===== src/shared/sdwl_pkg.sv =====
package sdwl_pkg;
  // Word layout on the link
  localparam int unsigned SDWL_WORD_BITS = 16;
  localparam int unsigned SDWL_DATA_BITS = 14;
  localparam int unsigned SDWL_SUB_BITS  = 2;
  localparam int unsigned SDWL_CNT_BITS  = 5;
  localparam logic [4:0]  SDWL_CNT_ZERO  = 5'h00;
  localparam logic [4:0]  SDWL_CNT_ONE   = 5'h01;
  localparam logic [4:0]  SDWL_CNT_FULL  = 5'h10;
  localparam logic [15:0] SDWL_WORD_ZERO = 16'h0000;
  localparam logic [1:0]  SDWL_SUB_ZERO  = 2'h0;
  // Latch codes after clear or power-up
  localparam logic [13:0] SDWL_CODE_UNIPOLAR = 14'h0000;
  localparam logic [13:0] SDWL_CODE_BIPOLAR  = 14'h2000;
  // Host serial clock divider: half period in system clocks (50 percent duty)
  localparam logic [3:0]  SDWL_HALF_DIV  = 4'h2;
  localparam logic [3:0]  SDWL_DIV_ZERO  = 4'h0;
  localparam logic [3:0]  SDWL_DIV_ONE   = 4'h1;

  typedef enum logic [1:0] {
    SDWL_IDLE  = 2'b00,
    SDWL_SETUP = 2'b01,
    SDWL_SHIFT = 2'b10,
    SDWL_END   = 2'b11
  } sdwl_state_t;
endpackage


===== src/shared/sdwl_link_if.sv =====
`timescale 1ns/1ns
interface sdwl_link_if;
  logic frame_n;
  logic serial_clk;
  logic serial_data;
  logic async_clear_n;

  modport host (output frame_n, output serial_clk, output serial_data, output async_clear_n);
  modport device (input frame_n, input serial_clk, input serial_data, input async_clear_n);
endinterface


===== src/rtl/sdwl_host.sv =====
`timescale 1ns/1ns
// Host end: sends one 16-bit word per request, MSB first, sub-bits zero.
module sdwl_host (
  // System clock and reset
  input  wire logic                clk_sys,
  input  wire logic                rstn,
  input  wire logic                clk_en,
  // User request side
  input  wire logic                req_valid,
  input  wire logic [13:0]         req_code,
  output logic                     req_ready,
  input  wire logic                clear_req,
  // Link
  sdwl_link_if.host                link
);
  import sdwl_pkg::*;

  sdwl_state_t                     state;
  sdwl_state_t                     next_state;
  logic [15:0]                     shreg;
  logic [15:0]                     next_shreg;
  logic [4:0]                      cnt;
  logic [4:0]                      next_cnt;
  logic [3:0]                      div;
  logic [3:0]                      next_div;
  logic                            sclk;
  logic                            next_sclk;
  logic                            frame_n;
  logic                            next_frame_n;
  logic                            clr_n;
  logic                            next_clr_n;
  logic                            tick;

  assign tick      = (div == SDWL_HALF_DIV - SDWL_DIV_ONE);
  assign req_ready = (state == SDWL_IDLE) && clear_req == 1'b0;

  // Sequencer: frame low, 16 rising edges, then frame high
  always_comb begin
    next_state   = state;
    next_shreg   = shreg;
    next_cnt     = cnt;
    next_div     = tick ? SDWL_DIV_ZERO : div + SDWL_DIV_ONE;
    next_sclk    = sclk;
    next_frame_n = frame_n;
    next_clr_n   = ~clear_req;
    case (state)
      SDWL_IDLE: begin
        next_div = SDWL_DIV_ZERO;
        if (req_valid && req_ready) begin
          next_shreg   = {req_code, SDWL_SUB_ZERO};
          next_frame_n = 1'b0;
          next_cnt     = SDWL_CNT_ZERO;
          next_state   = SDWL_SETUP;
        end
      end
      SDWL_SETUP: begin
        if (tick) begin
          next_state = SDWL_SHIFT;
        end
      end
      SDWL_SHIFT: begin
        // Data changes on falling edge, held stable across the rising edge
        if (tick) begin
          next_sclk = ~sclk;
          if (sclk) begin
            next_shreg = {shreg[14:0], 1'b0};
            if (cnt == SDWL_CNT_FULL) begin
              next_sclk  = 1'b0;
              next_state = SDWL_END;
            end
          end else begin
            next_cnt = cnt + SDWL_CNT_ONE;
          end
        end
      end
      SDWL_END: begin
        // Frame held low through all 16 clocks, released only now
        if (tick) begin
          next_frame_n = 1'b1;
          next_state   = SDWL_IDLE;
        end
      end
      default: begin
        next_state = SDWL_IDLE;
      end
    endcase
  end

  // State registers
  always_ff @(posedge clk_sys or negedge rstn) begin
    if (!rstn) begin
      state   <= SDWL_IDLE;
      shreg   <= SDWL_WORD_ZERO;
      cnt     <= SDWL_CNT_ZERO;
      div     <= SDWL_DIV_ZERO;
      sclk    <= 1'b0;
      frame_n <= 1'b1;
      clr_n   <= 1'b1;
    end else if (clk_en) begin
      state   <= next_state;
      shreg   <= next_shreg;
      cnt     <= next_cnt;
      div     <= next_div;
      sclk    <= next_sclk;
      frame_n <= next_frame_n;
      clr_n   <= next_clr_n;
    end
  end

  assign link.frame_n       = frame_n;
  assign link.serial_clk    = sclk;
  assign link.serial_data   = shreg[15];
  assign link.async_clear_n = clr_n;
endmodule


===== src/flat_wrapper.sv =====
// flat-port wrapper written by rule: the top's interface ports become plain ports
module sdwl_host_flat import sdwl_pkg::*;
  (clk_sys, rstn, clk_en, req_valid, req_code, req_ready, clear_req, link_frame_n, link_serial_clk, link_serial_data, link_async_clear_n);
  sdwl_link_if link_i ();
  input  wire logic clk_sys;
  input  wire logic rstn;
  input  wire logic clk_en;
  input  wire logic req_valid;
  input  wire logic [13:0] req_code;
  output logic req_ready;
  input  wire logic clear_req;
  output wire logic [$bits(link_i.frame_n)-1:0] link_frame_n;
  output wire logic [$bits(link_i.serial_clk)-1:0] link_serial_clk;
  output wire logic [$bits(link_i.serial_data)-1:0] link_serial_data;
  output wire logic [$bits(link_i.async_clear_n)-1:0] link_async_clear_n;
  assign link_frame_n = link_i.frame_n;
  assign link_serial_clk = link_i.serial_clk;
  assign link_serial_data = link_i.serial_data;
  assign link_async_clear_n = link_i.async_clear_n;
  sdwl_host u_core (.clk_sys(clk_sys), .rstn(rstn), .clk_en(clk_en), .req_valid(req_valid), .req_code(req_code), .req_ready(req_ready), .clear_req(clear_req), .link(link_i));
endmodule

===== config.mk =====
export PLATFORM = sky130hd
export DESIGN_NAME = sdwl_host_flat
export DESIGN_NICKNAME = d
export VERILOG_FILES = /design/src/shared/sdwl_pkg.sv /design/src/shared/sdwl_link_if.sv /design/src/rtl/sdwl_host.sv /design/src/flat_wrapper.sv
export SDC_FILE = /design/constraint.sdc
export NUM_CORES = 1
export LEC_CHECK = 0
export ABC_AREA = 1
export CAP_MARGIN = 40
export CORE_MARGIN = 3
export CORE_UTILIZATION = 55
export CTS_CLUSTER_DIAMETER = 40
export DETAILED_ROUTE_END_ITERATION = 6
export DONT_BUFFER_PORTS = 1
export GPL_ROUTABILITY_DRIVEN = 0
export PLACE_DENSITY = 0.67
export SYNTH_ARGS = -nofsm -noshare
export SYNTH_HDL_FRONTEND = slang
export SYNTH_SLANG_ARGS = --single-unit

===== constraint.sdc =====
create_clock -name clk_sys -period 3 [get_ports clk_sys]
set_clock_uncertainty 0.05 [all_clocks]
set_input_delay 0.45 -clock clk_sys [delete_from_list [all_inputs] [get_ports clk_sys]]
set_output_delay 0.45 -clock clk_sys [all_outputs]
set_load 0.005 [all_outputs]

== Yosys cells after proc, flatten, opt, wreduce, memory -nomap -nowiden ==
Index checks and enable logic that the tools add are counted.

* Output and inout bits: 5
* Logic and storage cells: 55
* Bits of input ports: 19
* Flip-flop bits (word level): 30

* $add $sub $neg: 2
* Muxes and demuxes: 22
* Bitwise gates (word level): 2
* Reduce and logical (&&, ||, !) cells: 10
* Equal/unequal tests: 12

{| class="wikitable"
|+ Operator list
! kind !! count
|-
| $mux W16 || 3
|-
| $pmux W16 S2 || 1
|-
| $mux W5 || 3
|-
| $mux W2 || 6
|-
| $ne A2 B1 Y1 const B || 5
|-
| $pmux W5 S2 || 1
|-
| $reduce_and A5 Y1 || 2
|-
| $mux W4 || 2
|-
| $pmux W2 S4 || 1
|-
| $reduce_and A7 Y1 || 1
|-
| $add A5 B1 Y5 const B || 1
|-
| $eq A5 B5 Y1 const B || 1
|-
| $add A4 B1 Y4 const B || 1
|-
| $eq A2 B2 Y1 const B || 2
|-
| $eq A4 B1 Y1 const B || 1
|-
| $mux W1 || 4
|-
| $ne A2 B2 Y1 const B || 2
|-
| $reduce_and A4 Y1 || 1
|-
| $reduce_bool A2 Y1 || 2
|-
| $reduce_and A3 Y1 || 1
|-
| $eq A2 B1 Y1 const B || 1
|-
| $logic_and A1 B1 Y1 || 2
|-
| $logic_not A2 Y1 || 1
|-
| $not A1 Y1 || 2
|-
| $pmux W1 S2 || 1
|}

== Logic depth before layout (Yosys ltp) ==
Gate-level depths: netlist (run 1).

* Word-level depth: 5
* Mapped depth: 11
* Mapped depth without buffers: 11

== Worst setup path before layout (run 1) ==
No wires, ideal clock.

* Path kind: reg-to-reg
* Start point: register u_core.state[0]
* End point: register u_core.shreg[3]
* Slack: 1,499 ps
* Stages on the path, launching flop included: 9
* Data arrival time: 1,330 ps
* Required time: 2,828 ps
* Library setup time: 122 ps
* Cells stage by stage: dfrtp_1 -> inv_1 -> ha_1 -> buf_6 -> nor2_1 -> nor2_4 -> nand2_4 -> buf_6 -> o21ai_2

* Longest elaborated chain between the ends: 5
* Elaborated cells on any way between the ends: 10
* Classes of those cells: eq/ne: 4; mux: 1; reduce/logical: 5

{| class="wikitable"
|+ RTL lines
! what !! RTL line !! text
|-
| from (decl) || sdwl_host.sv:18 || <nowiki>sdwl_state_t state;</nowiki>
|-
| from (signal assigned) || sdwl_host.sv:100 || <nowiki>state <= next_state;</nowiki>
|-
| $logic_not A2 Y1 || sdwl_host.sv:35, sdwl_host.sv:46 ||
|-
| $logic_and A1 B1 Y1 || sdwl_host.sv:35 || <nowiki>assign req_ready = (state == SDWL_IDLE) && clear_req == 1'b0;</nowiki>
|-
| $logic_and A1 B1 Y1 || sdwl_host.sv:49 || <nowiki>if (req_valid && req_ready) begin</nowiki>
|-
| $ne A2 B2 Y1 (no line) || - ||
|-
| $reduce_and A5 Y1 (no line) || - ||
|-
| to (signal assigned) || sdwl_host.sv:101 || <nowiki>shreg <= next_shreg;</nowiki>
|-
| to (decl) || sdwl_host.sv:20 || <nowiki>logic [15:0] shreg;</nowiki>
|}

Parallel ways exist; a longest one is shown, timed or not.
A chain may end at the register's enable or synchronous reset.

== Final worst setup path (run 1) ==
* Start point: register u_core.state[0]
* End point: register u_core.shreg[9]

The elaborated chain is that of the path after synthesis.

==> impl_metrics.yaml, run 1 <==
run_status:
  status: "finished clean"
critical_path:
  critPathMaxFanout: 28
  path_class: "reg -> reg"
  cp-end-kind: "flop"
  cp_slowest_cell: "dfrtp_1"
  r2r_start: "u_core.state[0]$_DFFE_PN0P_"
  cp.required_ns: 3.17
  r2r_cells: 8
  crit_chain: "inv_1 > ha_1 > buf_4 > nor2_1 > nor2_4 > nand2_4 > nand2_1 > o21ai_2"
  r2r-end: "u_core.shreg[9]$_DFFE_PN0P_"
  r2r_slack_ns: 1.04
  cp-start-kind: "flop"
  crit_end: "u_core.shreg[9]$_DFFE_PN0P_"
  crit_start: "u_core.state[0]$_DFFE_PN0P_"
  critPathMaxStageDelay_ns: 0.45
  arrival_ns: 2.13
yosys:
  synthMostInstantiatedCell: "nand2_1"
  synthTopCellsByArea: "dfrtp_1 (41%), nand2_1 (9.1%), mux2i_1 (8.8%)"
  synth_top_area_share_pct: 40.63
  ys_seq_elements: 28
  syn_area_per_cell_um2: 9.477
  synth_common_cells: "nand2_1 (39), dfrtp_1 (26), inv_1 (14), mux2i_1 (14), o21ai_2 (14)"
  synth_fp_nets: 197
  synth_largest_area_cell: "dfrtp_1"
  async_flop_share_pct: 100.0
  syn_inst: 169
  syn_area_um2: 1602
  synth_ff_type: "dfrtp_1"
  yosysSeqAreaShare_pct: 43.91
  synth.distinct_cells: 26
  synth_edf_count: 0
  yosys_warnings: 0
job:
  drv_cap: 0
pwr:
  p_per_area_nw_per_um2: 907.4
  pwr-share-clk_pct: 12.2
  p_leak_nw: 0.7789
  p_switching_w: 0.0006347
  intPower_w: 0.0008640
  power.share.combinational_pct: 46.1
  ir_drop_mv: 0.5993
  switching_share_pct: 42.35
  seqPwrFrac_pct: 41.8
die:
  dieWidth_um: 59.96
  pin_count: 24
  initial_core_util_pct: 61.30
  coreArea_um2: 2613
  dieArea_um2: 3595
  die_h_um: 59.96
  row_count: 18
timing:
  slew-limit-headroom_pct: 75.65
  layout_min_cycle_time_ns: 1.961
  finalMaxSlewViolations: 0
  rsz0062_at_grt: "false"
  period_share_pct: 65.35
  tns_ns: 0
  fmax_mhz: 510.1
  setup_viol: 0
  fin_ws_ns: 1.039
  hold_violations: 0
  tightestPinTransition_ns: 0.3650
routing:
  viasPerCell: 5.215
  drtIter0Drc: 43
  drtAntennaViolNets: 0
  vias: 1043
  finalWirelength_um: 2586
  route.detailed.drc: 0
  avgRoutedWirePerCell_um: 12.93
  first_pass_iters: 4
finish:
  layout-drive-gt1-share_pct: 21.18
  area_growth_pct: 3.125
  layout.nets: 199
  diodes: 0
  fill_cells: 219
  stdcell_count: 200
place:
  pre_cts_slack_ns: 1.055
  hpwl_um: 1878
  io_buffers: 0
  dp_cells: 194
clocking:
  cts.sinks: 28
  cts_max_path_buffers: 2
  path_clk_slew_ns: 0.15
  cts_buffers: 3
  ctsResizeCount: 0
  h-tree-depth: 1
  clockRootBuffer: "clkbuf_4"
  insertion_delay_ns: 0.32
  cts_tree: "yes"
global_route:
  grt_usage_pct: 16.82
  grt_max_degree: 29
  overflow: 0
  grt_pass1_vias: 1056
  grt_first_pass_wirelength_um: 4629
  antenna_found_initial: 0
min_path:
  min_path_type: "in -> reg"
[critical path: cells and delay by family, from the launching register on]
family | cells | cell delay (ns)
adder cells (fa/ha/maj) | 1 | 0.16
AO/OA/AOI/OAI | 1 | 0.06
buffers and inverters | 2 | 0.45
AND/OR/NAND/NOR | 4 | 0.67
flip-flops | 1 | 0.45
[what timing repair did]
action	in CTS	in global routing
hold endpoints to repair	28	0
buffers inserted	0	0
hold buffers	2	0
[final cells by class]
cell class | instances | area [µm²] | area share [%]
multi-input cells | 120 | 780.7 | 47.27
clock buffers | 4 | 36.28 | 2.197
well taps | 30 | 37.54 | 2.273
inverters | 15 | 56.30 | 3.409
flip-flops and latches | 28 | 703.2 | 42.58
repair buffers | 3 | 37.54 | 2.273
[sequential cells by signal, indices dropped and copies added (netlist names)]
signal	flops
u_core.link.frame_n	1
u_core.link.async_clear_n	1
u_core.link.serial_clk	1
u_core.cnt	5
u_core.state	2
u_core.div	4
u_core.shreg	14
[cells by family (layout without fill, tap and decap cells)]
| kind of cell | Yosys count | count (layout) | share of synthesized area, % |
|---|---|---|---|
| simple gates | 68 | 68 | 19.38 |
| flops | 28 | 28 | 43.91 |
| compound gates | 24 | 24 | 10.86 |
| buf+inv | 21 | 22 | 7.343 |
| mux | 14 | 14 | 8.750 |
| fa+ha+maj | 9 | 9 | 7.031 |
| xor+xnor | 5 | 5 | 2.735 |
[placed cells by master, fill, tap and decap left out]
| master | synthesis | routed |
|---|---|---|
| o21ai_1 | 5 | 5 |
| clkbuf_4 | 0 | 3 |
| dlygate4sd3_1 | 0 | 1 |
| nand2_2 | 7 | 7 |
| dfrtp_1 | 26 | 26 |
| o21ai_0 | 3 | 3 |
| o22ai_1 | 1 | 1 |
| o21ai_2 | 14 | 14 |
| nor2_1 | 7 | 7 |
| or2_2 | 2 | 2 |
| nand4_1 | 1 | 1 |
| nor2_2 | 2 | 2 |
| buf_4 | 1 | 1 |
| buf_12 | 0 | 1 |
| nand2_1 | 39 | 39 |
| dfstp_2 | 2 | 2 |
| ha_1 | 9 | 9 |
| inv_1 | 14 | 14 |
| nor2_4 | 1 | 1 |
| nand2_4 | 1 | 1 |
| a21oi_1 | 1 | 1 |
| xnor2_1 | 2 | 2 |
| xor2_1 | 3 | 3 |
| mux2i_1 | 14 | 14 |
| nand3_1 | 8 | 8 |
| inv_2 | 1 | 1 |
| clkbuf_8 | 0 | 1 |
[power groups by stage]
stage	sequential (W)	clock, W	combinational, W
after floorplan	0.000606	0	0.000639
after global placement	0.000627	0	0.000656
after detailed placement	0.000637	0	0.000686
after CTS	0.000629	0.000189	0.000700
after global routing	0.000647	0.000204	0.000799
final	0.000626	0.000182	0.000690
[layer usage]
| metal | track usage (%) | part of all wire [%] | vias up |
|---|---|---|---|
| li1 | - | - | 541 |
| met2 | 27.01 | 49 | 18 |
| met4 | 6.962 | 1.2 | 0 |
| met5 | 0 | 0 | - |
| met1 | 21.83 | 46 | 480 |
| met3 | 3.672 | 3.9 | 4 |
[through the flow]
step	utilization, %	cell area [µm²]	total power, W	hold WS, ns
after floorplan	-	1602	0.001244	0.1044
after global placement	60.68	1585	0.001283	0.1050
after detailed placement	60.68	1585	0.001323	0.1050
after CTS	63.22	1652	0.001519	0.1150
after global routing	63.22	1652	0.001651	0.1180
final	63.22	1652	0.001499	0.1274
[how the worst min path moves through the flow]
stage | start | to | slack, ns | depth (start not counted)
floorplan | rstn | u_core.cnt[0]$_DFFE_PN0P_ | 0.10 | 0
global placement | rstn | u_core.state[1]$_DFFE_PN0P_ | 0.10 | 0
detailed placement | rstn | u_core.state[1]$_DFFE_PN0P_ | 0.11 | 0
CTS | clear_req | u_core.link.async_clear_n$_DFFE_PN1P_ | 0.11 | 1
global route | clear_req | u_core.link.async_clear_n$_DFFE_PN1P_ | 0.12 | 1
finish | clear_req | u_core.link.async_clear_n$_DFFE_PN1P_ | 0.13 | 1
Note: power is estimated with default switching activity, not from simulation.
==> inputs of run 2 (changes only) <==
- ABC_AREA: 1 -> 0
- PLACE_DENSITY: 0.67 -> 0.7
- clock period: 3 -> 1.7 ns (I/O delays scaled with it)
==> impl_metrics.yaml, run 2 <==
timing:
  layout_min_cycle_time_ns: 1.770
  period_share_pct: 104.1
  setup_viol: 13
  finalMaxSlewViolations: 0
  rsz0062_at_grt: "true"
  slew-limit-headroom_pct: 71.36
  tightestPinTransition_ns: 0.4267
  fin_ws_ns: -0.07041
  hold_violations: 0
  tns_ns: -0.4355
  fmax_mhz: 564.8
routing:
  finalWirelength_um: 3825
  avgRoutedWirePerCell_um: 17.47
  drtAntennaViolNets: 0
  viasPerCell: 5.973
  route.detailed.drc: 0
  vias: 1308
  first_pass_iters: 4
  drtIter0Drc: 34
yosys:
  yosys_warnings: 0
  synthMostInstantiatedCell: "dfrtp_1"
  synth_common_cells: "dfrtp_1 (26), nand2_1 (19), mux2i_1 (15), o21ai_1 (15), nand3_1 (12)"
  synth_top_area_share_pct: 41.60
  synth_fp_nets: 181
  synth_largest_area_cell: "dfrtp_1"
  synthTopCellsByArea: "dfrtp_1 (42%), mux2i_1 (9.6%), ha_1 (7.2%)"
  ys_seq_elements: 28
  syn_inst: 153
  synth_ff_type: "dfrtp_1"
  syn_area_um2: 1564
  yosysSeqAreaShare_pct: 44.96
  syn_area_per_cell_um2: 10.22
  synth_edf_count: 0
  async_flop_share_pct: 100.0
  synth.distinct_cells: 34
finish:
  layout.nets: 218
  final_common_cell: "dfrtp_1"
  largest_register_ff_count: 14
  reg_top3: "u_core.shreg: 14 flops, u_core.cnt: 5 flops, u_core.div: 4 flops"
  max_flop_register: "u_core.shreg"
  final-seq-area_um2: 703.2
  final_cell_mix: "dfrtp_1 (26), buf_4 (23), mux2i_1 (15)"
  area_growth_pct: 36.32
  layout-drive-gt1-share_pct: 40.74
  diodes: 0
  multi_input_area_um2: 940.9
  final_area_um2: 2132
  fill_cells: 151
clocking:
  cts_max_path_buffers: 2
  h-tree-depth: 1
  insertion_delay_ns: 0.33
  cts.sinks: 28
  clockRootBuffer: "clkbuf_4"
  path_clk_slew_ns: 0.15
  cts_buffers: 3
  cts_tree: "yes"
run_status:
  violations: "setup timing"
  status: "finished with violations"
pwr:
  ir_drop_mv: 1.395
  p_switching_w: 0.001542
  switching_share_pct: 40.87
  p_leak_nw: 0.9351
  intPower_w: 0.002232
  p_per_area_nw_per_um2: 1770
  pwr-share-clk_pct: 7.8
  power.share.combinational_pct: 58.0
  seqPwrFrac_pct: 34.1
place:
  hpwl_um: 2188
  placed_cell_area_um2: 1720
  io_buffers: 0
global_route:
  antenna_found_initial: 0
  grt_first_pass_wirelength_um: 5368
  grt_pass1_vias: 1272
  grt_usage_pct: 19.87
  grt_max_degree: 29
  overflow: 0
die:
  coreArea_um2: 2590
  dieWidth_um: 59.33
  row_count: 18
  initial_core_util_pct: 60.39
  die_h_um: 59.33
  pin_count: 24
  dieArea_um2: 3519
critical_path:
  critPathMaxFanout: 3
  cp.required_ns: 1.88
  arrival_ns: 1.95
  cp-start-kind: "flop"
  path_class: "reg -> reg"
  r2r_slack_ns: -0.07
  cp-end-kind: "flop"
job:
  drv_cap: 0
min_path:
  min_path_type: "in -> reg"
run 2: cell types whose count changed after synthesis, sizes merged, moves of 4 or more:
cell and delta:
inv -5, nand2 -28, buf -4, nand3 +4, nor2 -4
run 2: power by group through the flow:
stage / clock network [W] / registers, W / logic [W]
after global placement: 0 / 0.00122 / 0.00148
after CTS: 0.000290 / 0.00122 / 0.00167
after floorplan: 0 / 0.00119 / 0.00112
after detailed placement: 0 / 0.00124 / 0.00154
final: 0.000296 / 0.00129 / 0.00219
after global routing: 0.000317 / 0.00132 / 0.00241
run 2: timing repair:
action,CTS,global route
pin swaps,4,17
endpoints found under the setup margin,4,18
hold buffers,6,0
buffers inserted,7,7
endpoints found under the hold margin,34,0
gates cloned,0,3
gates resized for setup,4,37
run 2: worst max-delay path: stages (launching register included):
cell and delay, ns:
dfrtp_1 0.48, inv_2 0.09, buf_4 0.14, ha_1 0.18, nor2_2 0.12, nor2_2 0.07
nor3_4 0.23, mux2_4 0.32
run 2: cell type report:
class	count	area share, %
multi-input cells	109	44.13
inverters	11	2.582
repair buffers	37	17.31
well taps	30	1.761
flip-flops and latches	28	32.98
clock buffers	4	1.232
run 2: stage by stage:
stage | total power, W | setup slack (ns) | utilization (%) | hold WS (ns) | std cells
after global placement | 0.002699 | 0.01909 | 66.43 | -0.09001 | 193
final | 0.003774 | -0.07041 | 82.32 | 0.01740 | 219
after CTS | 0.003188 | -0.07876 | 72.71 | 0.01959 | 210
after global routing | 0.004053 | -0.1681 | 82.32 | 0.04320 | 219
after detailed placement | 0.002778 | -0.09829 | 66.43 | -0.08994 | 193
after floorplan | 0.002306 | 0.02683 | - | -0.09059 | 153
run 2: worst paths after layout:
check                                        startpoint                               to  depth (start not counted)
hold reg to reg            u_core.shreg[13]$_DFFE_PN0P_     u_core.shreg[13]$_DFFE_PN0P_                          2
setup / recovery            u_core.state[1]$_DFFE_PN0P_      u_core.state[1]$_DFFE_PN0P_                          7
hold / removal                                   clk_en        u_core.div[0]$_DFFE_PN0P_                          2
min in group asynchronous                          rstn        u_core.cnt[4]$_DFFE_PN0P_                          2
setup reg to reg            u_core.state[1]$_DFFE_PN0P_      u_core.state[1]$_DFFE_PN0P_                          7
max in group asynchronous                          rstn  u_core.link.frame_n$_DFFE_PN1P_                          2
run 2: per-layer routing:
metal	global-route usage [%]	part of all wire (%)	up-vias	wire length [µm]
met5	0	0	-	0
met3	1.961	3.7	10	140
met2	37.60	56	41	2124
li1	-	-	617	-
met1	23.01	39	640	1483
met4	6.472	2.0	0	76
run 2: kinds of logic after synthesis:
family                   share of synthesized area (%)
AO/OA/AOI/OAI                                    11.84
flip-flops                                       44.96
AND/OR/NAND/NOR                                  19.60
buffers and inverters                            5.520
adder cells (fa/ha/maj)                          7.200
XOR/XNOR                                        0.5601
multiplexers                                     10.32
